## config.mk

```make
export PLATFORM = sky130hd
export DESIGN_NAME = touch_timing_config
export DESIGN_NICKNAME = d
export VERILOG_FILES = /design/src/rtl/touch_timing_pkg.sv /design/src/rtl/touch_duration_timer.sv /design/src/rtl/touch_timing_config.sv
export VERILOG_INCLUDE_DIRS = /design/src /design/src/rtl
export SDC_FILE = /design/constraint.sdc
export NUM_CORES = 1
export LEC_CHECK = 0
export BUFFER_PORTS_ARGS = -buffer_cell sky130_fd_sc_hd__buf_4
export CAP_MARGIN = 15
export CORE_ASPECT_RATIO = 0.6
export CORE_MARGIN = 2
export CORE_UTILIZATION = 63
export DETAILED_ROUTE_END_ITERATION = 10
export PLACE_DENSITY = 0.82
export SETUP_SLACK_MARGIN = 0.02
export SYNTH_ARGS = -nofsm -noshare
export SYNTH_HDL_FRONTEND = slang
export SYNTH_SLANG_ARGS = --single-unit
```

## constraint.sdc

```tcl
create_clock -name clk -period 10.35 [get_ports clk]
set_clock_uncertainty 0.05 [all_clocks]
set_input_delay 2.07 -clock clk [delete_from_list [all_inputs] [get_ports clk]]
set_output_delay 2.07 -clock clk [all_outputs]
set_load 0.05 [all_outputs]
```

## src/rtl/touch_timing_defines.svh

```systemverilog
/*
 * Constants of the touch timing configuration block: register offsets,
 * reset values, field positions and timing figures.
 * Assumes a 200 MHz core clock; included by bare name.
 */
`ifndef TOUCH_TIMING_DEFINES_SVH
`define TOUCH_TIMING_DEFINES_SVH

// ----------------------------------------
// Register offsets
// ----------------------------------------
`define ADDR_ACTIVE_INPUT_ENABLE 8'h21
`define ADDR_TOUCH_TIMING_CONFIG 8'h22
`define ADDR_PRESS_HOLD_THRESHOLD 8'h23
`define ADDR_AVERAGING_SAMPLING 8'h24

// ----------------------------------------
// Reset values
// ----------------------------------------
`define RST_ACTIVE_INPUT_ENABLE 3'h7
`define RST_MAX_TOUCH_DURATION 4'hA
`define RST_REPEAT_INTERVAL 4'h4
`define RST_PRESS_HOLD 4'h7
`define RST_AVERAGING_SAMPLING 7'h39

// ----------------------------------------
// Field positions
// ----------------------------------------
`define LONG_TOUCH_MSB 7
`define LONG_TOUCH_LSB 4
`define RPT_MSB 3
`define RPT_LSB 0
`define COUNT_CODE_MSB 6
`define COUNT_CODE_LSB 4
`define SAMP_MSB 3
`define SAMP_LSB 2
`define CYC_MSB 1
`define CYC_LSB 0

// ----------------------------------------
// Timing
// ----------------------------------------
`define CLK_PERIOD_NS 5
`define MS_NS 1000000
`define SAMPLE_BASE_NS 320000
`define STEP_MS 35
`define NUM_INPUTS 3

`endif

```

## src/rtl/touch_timing_pkg.sv

```systemverilog
/*
 * Types shared by the touch timing configuration block.
 * Assumes nothing beyond a SystemVerilog compiler.
 */
package touch_timing_pkg;
    // Measurement sequencer states
    typedef enum logic [1:0] {
        SEQ_IDLE,
        SEQ_SAMPLE,
        SEQ_STEP
    } seq_state_type;
    // Per-input millisecond duration
    typedef logic [13:0] dur_ms_type;
endpackage

```

## src/rtl/touch_duration_timer.sv

```systemverilog
/*
 * Per-input touch duration timer: classifies touch versus press-and-hold,
 * paces auto-repeat and requests recalibration on an over-long touch.
 * Assumes a one-cycle millisecond tick and a same-clock touch level.
 */
`timescale 1ns/1ps
`default_nettype none
module touch_duration_timer (
    input wire logic clk,
    input wire logic rst,
    input wire logic ms_tick,
    input wire logic touching,
    input wire logic repeat_enable,
    input wire logic recal_enable,
    input wire touch_timing_pkg::dur_ms_type hold_ms,
    input wire touch_timing_pkg::dur_ms_type repeat_ms,
    input wire touch_timing_pkg::dur_ms_type max_ms,
    output logic touch_event_q,
    output logic hold_event_q,
    output logic repeat_event_q,
    output logic recal_request_q
);
    import touch_timing_pkg::*;

    dur_ms_type dur_q;   // Touch length so far
    dur_ms_type rpt_q;   // Time since last repeat
    logic hold_q;        // Touch classed as press-and-hold
    logic at_hold;       // Threshold passed on this tick
    assign at_hold = touching && ms_tick && repeat_enable && !hold_q && dur_q == hold_ms;

    // Duration counter, saturating, cleared on release
    always_ff @(posedge clk or posedge rst) begin
        if (rst) begin
            dur_q <= '0;
        end else if (!touching) begin
            dur_q <= '0;
        end else if (ms_tick && dur_q != '1) begin
            dur_q <= dur_q + 14'h1;
        end
    end

    // Hold classification
    always_ff @(posedge clk or posedge rst) begin
        if (rst) begin
            hold_q <= 1'b0;
            hold_event_q <= 1'b0;
        end else begin
            hold_event_q <= at_hold;
            if (!touching) begin
                hold_q <= 1'b0;
            end else if (at_hold) begin
                hold_q <= 1'b1;
            end
        end
    end

    // Ordinary touch reported at release
    always_ff @(posedge clk or posedge rst) begin
        if (rst) begin
            touch_event_q <= 1'b0;
        end else begin
            touch_event_q <= !touching && dur_q != '0 && !hold_q;
        end
    end

    // Auto-repeat spacing while held
    always_ff @(posedge clk or posedge rst) begin
        if (rst) begin
            rpt_q <= '0;
            repeat_event_q <= 1'b0;
        end else begin
            repeat_event_q <= 1'b0;
            if (!hold_q || !touching) begin
                rpt_q <= '0;
            end else if (ms_tick) begin
                if (rpt_q == repeat_ms - 14'h1) begin
                    rpt_q <= '0;
                    repeat_event_q <= 1'b1;
                end else begin
                    rpt_q <= rpt_q + 14'h1;
                end
            end
        end
    end

    // Recalibration once the maximum duration is passed
    always_ff @(posedge clk or posedge rst) begin
        if (rst) begin
            recal_request_q <= 1'b0;
        end else begin
            recal_request_q <= recal_enable && touching && ms_tick && dur_q == max_ms;
        end
    end
endmodule
`default_nettype wire

```

## src/rtl/touch_timing_config.sv

```systemverilog
/*
 * Touch timing configuration block: four host registers, the Active-state
 * measurement sequencer and three per-input duration timers.
 * Assumes register strobes and sample data come from same-clock logic.
 */
// Behaviour
// - enable bits include or skip each input
// - max-duration code picks recalibration time
// - repeat interval is (code+1) times 35 ms
// - longer than threshold is press-and-hold (code: only where repeat_enable is set, else a touch)
// - threshold is (code+1) times 35 ms
// - averaging code gives 2^code samples
// - samples back to back, one update
// - sample-time code picks sample duration
// - settings apply Active inputs, reset 39h
// - recalibrate over-long touch only when enabled
// - cycle time 35 to 140 ms
`timescale 1ns/1ps
`default_nettype none
`include "touch_timing_defines.svh"
module touch_timing_config #(
    parameter int MS_CYCLES = `MS_NS / `CLK_PERIOD_NS,
    parameter int SAMPLE_BASE_CYCLES = `SAMPLE_BASE_NS / `CLK_PERIOD_NS,
    parameter int SAMPLE_WIDTH = 16
) (
    input wire logic clk,
    input wire logic rst,
    input wire logic [7:0] reg_addr,
    input wire logic [7:0] reg_wdata,
    input wire logic reg_wr,
    input wire logic reg_rd,
    output logic [7:0] reg_rdata_q,
    input wire logic long_touch_recal_enable,
    input wire logic [2:0] repeat_enable,
    input wire logic [2:0] touch_detect,
    input wire logic [SAMPLE_WIDTH-1:0] sample_value,
    output logic sampling_active_q,
    output logic [1:0] sample_channel_q,
    output logic meas_valid_q,
    output logic [1:0] meas_channel_q,
    output logic [SAMPLE_WIDTH-1:0] meas_result_q,
    output logic [2:0] touch_event_q,
    output logic [2:0] hold_event_q,
    output logic [2:0] repeat_event_q,
    output logic [2:0] recal_request_q
);
    import touch_timing_pkg::*;

    // ----------------------------------------
    // Registers
    // ----------------------------------------
    logic [2:0] active_enable_q;       // Per-input Active enables
    logic [3:0] max_touch_duration_q;  // Recalibration time code
    logic [3:0] repeat_interval_q;     // Repeat spacing code
    logic [3:0] press_hold_q;          // Press-hold threshold code
    logic [6:0] meas_cfg_q;            // Averaging, sample and cycle codes

    // Host writes; undefined bits dropped
    always_ff @(posedge clk or posedge rst) begin
        if (rst) begin
            active_enable_q <= `RST_ACTIVE_INPUT_ENABLE;
            max_touch_duration_q <= `RST_MAX_TOUCH_DURATION;
            repeat_interval_q <= `RST_REPEAT_INTERVAL;
            press_hold_q <= `RST_PRESS_HOLD;
            meas_cfg_q <= `RST_AVERAGING_SAMPLING;
        end else if (reg_wr) begin
            case (reg_addr)
                `ADDR_ACTIVE_INPUT_ENABLE: active_enable_q <= reg_wdata[2:0];
                `ADDR_TOUCH_TIMING_CONFIG: begin
                    max_touch_duration_q <= reg_wdata[`LONG_TOUCH_MSB:`LONG_TOUCH_LSB];
                    repeat_interval_q <= reg_wdata[`RPT_MSB:`RPT_LSB];
                end
                `ADDR_PRESS_HOLD_THRESHOLD: press_hold_q <= reg_wdata[3:0];
                `ADDR_AVERAGING_SAMPLING: meas_cfg_q <= reg_wdata[6:0];
                default: begin
                end
            endcase
        end
    end

    // Registered read data; unmapped reads return zero
    always_ff @(posedge clk or posedge rst) begin
        if (rst) begin
            reg_rdata_q <= 8'h00;
        end else if (reg_rd) begin
            case (reg_addr)
                `ADDR_ACTIVE_INPUT_ENABLE: reg_rdata_q <= {5'h00, active_enable_q};
                `ADDR_TOUCH_TIMING_CONFIG: reg_rdata_q <= {max_touch_duration_q, repeat_interval_q};
                `ADDR_PRESS_HOLD_THRESHOLD: reg_rdata_q <= {4'h0, press_hold_q};
                `ADDR_AVERAGING_SAMPLING: reg_rdata_q <= {1'b0, meas_cfg_q};
                default: reg_rdata_q <= 8'h00;
            endcase
        end
    end

    // ----------------------------------------
    // Millisecond tick
    // ----------------------------------------
    logic [17:0] tick_cnt_q; // Clock cycles within a millisecond
    logic ms_tick;
    assign ms_tick = tick_cnt_q == 18'(MS_CYCLES - 1);

    // Free-running prescaler
    always_ff @(posedge clk or posedge rst) begin
        if (rst) begin
            tick_cnt_q <= '0;
        end else if (ms_tick) begin
            tick_cnt_q <= '0;
        end else begin
            tick_cnt_q <= tick_cnt_q + 18'h1;
        end
    end

    // ----------------------------------------
    // Decoded times in milliseconds
    // ----------------------------------------
    dur_ms_type hold_ms;    // Press-hold threshold
    dur_ms_type repeat_ms;  // Repeat spacing
    dur_ms_type max_ms;     // Recalibration time
    dur_ms_type cycle_ms;   // Sensing cycle length
    assign hold_ms = 14'({press_hold_q} + 5'h1) * 14'(`STEP_MS);
    assign repeat_ms = 14'({repeat_interval_q} + 5'h1) * 14'(`STEP_MS);
    assign cycle_ms = 14'({meas_cfg_q[`CYC_MSB:`CYC_LSB]} + 3'h1) * 14'(`STEP_MS);

    // Maximum duration lookup
    always_comb begin
        case (max_touch_duration_q)
            4'h0: max_ms = 14'd560;
            4'h1: max_ms = 14'd840;
            4'h2: max_ms = 14'd1120;
            4'h3: max_ms = 14'd1400;
            4'h4: max_ms = 14'd1680;
            4'h5: max_ms = 14'd2240;
            4'h6: max_ms = 14'd2800;
            4'h7: max_ms = 14'd3360;
            4'h8: max_ms = 14'd3920;
            4'h9: max_ms = 14'd4480;
            4'hA: max_ms = 14'd5600;
            4'hB: max_ms = 14'd6720;
            4'hC: max_ms = 14'd7840;
            4'hD: max_ms = 14'd8906;
            4'hE: max_ms = 14'd10080;
            default: max_ms = 14'd11200;
        endcase
    end

    // ----------------------------------------
    // Per-input duration timers
    // ----------------------------------------
    for (genvar i = 0; i < `NUM_INPUTS; i++) begin : g_timer
        touch_duration_timer i_touch_duration_timer (
            .clk(clk),
            .rst(rst),
            .ms_tick(ms_tick),
            .touching(touch_detect[i]),
            .repeat_enable(repeat_enable[i]),
            .recal_enable(long_touch_recal_enable),
            .hold_ms(hold_ms),
            .repeat_ms(repeat_ms),
            .max_ms(max_ms),
            .touch_event_q(touch_event_q[i]),
            .hold_event_q(hold_event_q[i]),
            .repeat_event_q(repeat_event_q[i]),
            .recal_request_q(recal_request_q[i])
        );
    end

    // ----------------------------------------
    // Measurement sequencer
    // ----------------------------------------
    seq_state_type state_q;      // Sequencer state
    dur_ms_type cyc_elapsed_q;   // Time since cycle start
    logic [2:0] count_code_q;    // Averaging code for this cycle
    logic [1:0] samp_lat_q;      // Sample-time code for this cycle
    logic [19:0] samp_timer_q;   // Cycles within one sample
    logic [6:0] samp_count_q;    // Samples taken on this channel
    logic [SAMPLE_WIDTH+6:0] acc_q; // Running sum
    logic [19:0] sample_cycles;  // Length of one sample
    logic sample_end;            // Last cycle of a sample
    logic last_sample;           // Sample that completes a measurement
    logic start_due;             // Cycle time reached
    logic next_found;            // Another enabled channel follows
    logic [1:0] next_chan;       // That channel
    logic [SAMPLE_WIDTH+6:0] sum_full;

    assign sample_cycles = 20'(SAMPLE_BASE_CYCLES) << samp_lat_q;
    assign sample_end = samp_timer_q == sample_cycles - 20'h1;
    assign last_sample = samp_count_q == 7'((8'h1 << count_code_q) - 8'h1);
    assign start_due = cyc_elapsed_q >= cycle_ms;
    assign sum_full = acc_q + (SAMPLE_WIDTH+7)'(sample_value);

    // Next enabled channel after the current one
    always_comb begin
        next_found = 1'b0;
        next_chan = 2'h0;
        for (int k = `NUM_INPUTS - 1; k >= 0; k--) begin
            if (active_enable_q[k] && k > int'(sample_channel_q)) begin
                next_found = 1'b1;
                next_chan = 2'(k);
            end
        end
    end

    // Cycle timer; extended while sampling runs long
    always_ff @(posedge clk or posedge rst) begin
        if (rst) begin
            cyc_elapsed_q <= '0;
        end else if (state_q == SEQ_IDLE && start_due) begin
            cyc_elapsed_q <= '0;
        end else if (ms_tick && !start_due) begin
            cyc_elapsed_q <= cyc_elapsed_q + 14'h1;
        end
    end

    // State, channel and sample pacing
    always_ff @(posedge clk or posedge rst) begin
        if (rst) begin
            state_q <= SEQ_IDLE;
            sample_channel_q <= 2'h0;
            sampling_active_q <= 1'b0;
            count_code_q <= 3'h0;
            samp_lat_q <= 2'h0;
            samp_timer_q <= '0;
            samp_count_q <= '0;
        end else begin
            case (state_q)
                SEQ_IDLE: begin
                    // Start a cycle at the lowest enabled input
                    if (start_due && active_enable_q != 3'h0) begin
                        state_q <= SEQ_SAMPLE;
                        sample_channel_q <= active_enable_q[0] ? 2'h0 : (active_enable_q[1] ? 2'h1 : 2'h2);
                        sampling_active_q <= 1'b1;
                        count_code_q <= meas_cfg_q[`COUNT_CODE_MSB:`COUNT_CODE_LSB];
                        samp_lat_q <= meas_cfg_q[`SAMP_MSB:`SAMP_LSB];
                        samp_timer_q <= '0;
                        samp_count_q <= '0;
                    end
                end
                SEQ_SAMPLE: begin
                    // Back-to-back samples on one channel
                    if (!sample_end) begin
                        samp_timer_q <= samp_timer_q + 20'h1;
                    end else if (last_sample) begin
                        state_q <= SEQ_STEP;
                        sampling_active_q <= 1'b0;
                    end else begin
                        samp_timer_q <= '0;
                        samp_count_q <= samp_count_q + 7'h1;
                    end
                end
                SEQ_STEP: begin
                    // Move on or finish the cycle
                    samp_timer_q <= '0;
                    samp_count_q <= '0;
                    if (next_found) begin
                        state_q <= SEQ_SAMPLE;
                        sample_channel_q <= next_chan;
                        sampling_active_q <= 1'b1;
                    end else begin
                        state_q <= SEQ_IDLE;
                    end
                end
                default: state_q <= SEQ_IDLE;
            endcase
        end
    end

    // Accumulate and publish one average per channel
    always_ff @(posedge clk or posedge rst) begin
        if (rst) begin
            acc_q <= '0;
            meas_valid_q <= 1'b0;
            meas_channel_q <= 2'h0;
            meas_result_q <= '0;
        end else begin
            meas_valid_q <= 1'b0;
            if (state_q != SEQ_SAMPLE) begin
                acc_q <= '0;
            end else if (sample_end) begin
                acc_q <= sum_full;
                if (last_sample) begin
                    meas_valid_q <= 1'b1;
                    meas_channel_q <= sample_channel_q;
                    meas_result_q <= SAMPLE_WIDTH'(sum_full >> count_code_q);
                end
            end
        end
    end
endmodule
`default_nettype wire

```

==> results_dict.tcl <==
set metrics [dict create \
    rsz0062_at_grt "no" \
    finalSetupViolations 0 \
    ant_nets 0 \
    p_per_area_nw_per_um2 120 \
    die_area_um2 28200 \
    p_comb_share_pct 15.1 \
    start_kind "flip-flop" \
    final_common_cell "dfrtp_1" \
    path_cells "inv_1 > ha_1 > inv_1 > ha_1 > inv_1 > fa_1 > inv_1 > ha_1 > a21o_1 > a211oi_1 > o21ai_0 > nor2b_1 > nor4_1 > o2111ai_1 > nor2b_1 > buf_4 > and3_1 > a221o_1" \
    vias_per_cell 6.27 \
    slew_headroom_pct 20.9 \
    first_iter_violations 1554 \
    coreArea_um2 26400 \
    post_cts_buffers 0 \
    syn2layout_area_growth_pct 8.57 \
    yosys_register_bits 240 \
    avgSynthCellArea_um2 9.04 \
    holdBufCountCts 0 \
    grt_start_max_net_pins 116 \
    root_buffer "clkbuf_16" \
    cp-end-kind "flip-flop" \
    finalNetCount 2013 \
    cp-startpoint "repeat_interval_q[0]$_DFFE_PP0P_" \
    cts_sinks 240 \
    ctsHtreeMaxLevel 1 \
    crit_top_cell "inv_1" \
    cts_tree "yes" \
    synthArstFlopShare_pct 100 \
    p_leak_nw 8.33 \
    cts_buffer_depth 3 \
    worstPathRequired_ps 10720 \
    grt_overflow 0 \
    drv_cap 0 \
    synth_edf_count 0 \
    r2r_slack_ps 4560 \
    r2r_cells 18 \
    die_h_um 131 \
    num_rows 46 \
    period_needed_ps 5790 \
    cts_resized 0 \
    grt_pass1_vias 12956 \
    grt_pass1_wl_mm 68.8 \
    syn-instance-count 1868 \
    io_pins 85 \
    first_pass_iters 6 \
    path_max_fanout 17 \
    ys_warn_count 0 \
    gp_congestion 0.956 \
    place.detailed.hpwl_mm 31.4 \
    layout_common_cells "dfrtp_1, nand2_1, nor2_1" \
    synth.distinct_cells 97 \
    hold_depth 1 \
    slowest_stage "a211oi_1" \
    syn-num-nets 2006 \
    clk_pin_slew_ps 70 \
    clk_latency_ps 540 \
    hold_viol 0 \
    synth_top_flop_cell "dfrtp_1" \
    pwr-share-seq_pct 43.6 \
    total_power_mw 2.20 \
    critPathArrivalTime_ps 6160 \
    reg2reg_from "repeat_interval_q[0]$_DFFE_PP0P_" \
    drc_errors 0 \
    tns_ps 0 \
    io_buffers 84 \
    drive_gt1_share_pct 12.8 \
    slowest_delay_ps 630 \
    dp.cells 2208 \
    layoutNonFillerInstCount 2254 \
    die_w_um 215 \
    fin_crit_sh_pct 55.9 \
    ys_seq_area_share_pct 35.7 \
    tightest_slew_ps 1180 \
    p_int_mw 1.60 \
    post-route-util_pct 69.5 \
    synth_area_um2 16900 \
    p_switching_mw 0.597 \
    initial_utilization_pct 64.0 \
    p_sw_share_pct 27.2 \
    antenna_found_initial 1 \
    status "finished, final reports clean" \
    grtUsageTotal_pct 30.4 \
    routedWlPerCell_um 19.1 \
    max_freq_mhz 173 \
    hold_start "tick_cnt_q[0]$_DFF_PP0_" \
    whs_endpoint "tick_cnt_q[0]$_DFF_PP0_" \
    routed_wl_mm 43.0 \
    num_vias 14122 \
    drv_slew 0 \
    reg2reg_to "g_timer[1].i_touch_duration_timer.rpt_q[9]$_DFFE_PP0P_" \
    peakVddDrop_v 0.000138 \
    hold_class "flip-flop to flip-flop" \
    p_clk_share_pct 41.3 \
    cts-buffers-inserted 24 \
    path_class "flip-flop to flip-flop" \
]
[worst max-delay path, delay by kind of cell (launching register included)]
| family | cells | cell delay [ps] |
|---|---|---|
| adders and majority gates | 4 | 1690 |
| AOI/OAI and AO/OA | 5 | 1520 |
| and+or+nand+nor | 4 | 1170 |
| buffers and inverters | 5 | 620 |
| DFF | 1 | 610 |
[synthesized netlist by cell type, types with 8 or more instances]
| cell | number | area [µm²] |
|---|---|---|
| o22ai_1 | 10 | 62.6 |
| clkbuf_1 | 62 | 233 |
| a31oi_1 | 11 | 68.8 |
| nand3b_1 | 9 | 67.6 |
| and2_1 | 35 | 219 |
| nand2_1 | 168 | 631 |
| ha_1 | 90 | 1130 |
| buf_2 | 25 | 125 |
| a221o_1 | 10 | 100 |
| dfstp_2 | 13 | 342 |
| a211oi_1 | 19 | 143 |
| nor3_1 | 46 | 230 |
| inv_1 | 68 | 255 |
| nand2b_1 | 14 | 87.6 |
| mux2i_1 | 25 | 250 |
| or3_1 | 17 | 106 |
| dfrtp_1 | 227 | 5680 |
| nor4_1 | 20 | 125 |
| a21oi_1 | 91 | 455 |
| mux2_2 | 41 | 462 |
| nor2_1 | 156 | 586 |
| o21a_1 | 11 | 82.6 |
| buf_4 | 17 | 128 |
| xor2_1 | 100 | 876 |
| a21o_1 | 16 | 120 |
| xnor2_1 | 117 | 1020 |
| a22o_1 | 16 | 140 |
| nor2b_1 | 22 | 138 |
| nand4_1 | 40 | 250 |
| or2_2 | 8 | 50.1 |
| nor3b_1 | 9 | 67.6 |
| and3_1 | 46 | 288 |
| o211ai_1 | 14 | 105 |
| nand3_1 | 87 | 435 |
| o21ai_0 | 65 | 325 |
[per-layer routing]
metal / part of all wire [%] / GRT usage, % / vias to the layer above / wire length, µm
met3: 8.0 / 4.44 / 92 / 3450
met4: 2.8 / 9.61 / 0 / 1200
li1: - / - / 6598 / -
met5: 0 / 0 / - / 0
met1: 47 / 46.8 / 6802 / 20400
met2: 42 / 44.0 / 630 / 18000
[stage by stage]
step           hold WS (ps)  cell area, µm²  setup WS (ps)
6_report                446           18300           4560
5_1_grt                 463           18300           4450
4_1_cts                 445           18300           4480
3_5_place_dp            431           17500           4460
3_3_place_gp            424           17500           4780
2_1_floorplan           403           16900           1660
[flip-flops by register name, indices dropped and copies added, names as in the netlist, 4 cells and up]
name and count:
g_timer.i_touch_duration_timer.rpt_q 42, samp_timer_q 20, meas_result_q 16, max_touch_duration_q 4, samp_count_q 7, meas_cfg_q 7, cyc_elapsed_q 14, press_hold_q 4
acc_q 23, reg_rdata_q 8, g_timer.i_touch_duration_timer.dur_q 42, repeat_interval_q 4, tick_cnt_q 18
[layout make-up]
cell class / count / area, µm²
multi-input combinational: 1445 / 10100
antenna: 1 / 2.50
sequential: 240 / 6020
clock inverter: 10 / 83.8
inverter: 69 / 267
tap: 360 / 450
clock buffer: 34 / 729
fill: 2087 / 8040
timing repair buffer: 95 / 713
[cell families after synthesis]
family	synth area share, %
AOI/OAI and AO/OA	13.7
and+or+nand+nor	21.8
buffers and inverters	4.77
muxes	4.44
xor gates and xnor gates	12.4
adders and majority gates	7.27
DFF	35.7
[how the worst max path moves through the flow]
stage,to,slack [ps],cells after the start
2_1_floorplan,acc_q[0]$_DFFE_PP0P_,1660,1
5_1_grt,g_timer[1].i_touch_duration_timer.rpt_q[9]$_DFFE_PP0P_,4450,18
3_3_place_gp,g_timer[1].i_touch_duration_timer.rpt_q[3]$_DFFE_PP0P_,4780,17
3_5_place_dp,g_timer[1].i_touch_duration_timer.rpt_q[9]$_DFFE_PP0P_,4460,17
4_1_cts,g_timer[1].i_touch_duration_timer.rpt_q[9]$_DFFE_PP0P_,4480,17
6_report,g_timer[1].i_touch_duration_timer.rpt_q[9]$_DFFE_PP0P_,4560,18
[power by group through the flow]
stage          logic [mW]  clock network, mW  registers (mW)
6_report            0.332              0.907           0.957
5_1_grt             0.363              0.949           0.957
4_1_cts             0.328              0.917           0.956
3_5_place_dp        0.325                  0           0.974
3_3_place_gp        0.318                  0           0.973
2_1_floorplan       0.250                  0           0.972
Power figures use the tool's default switching activity.
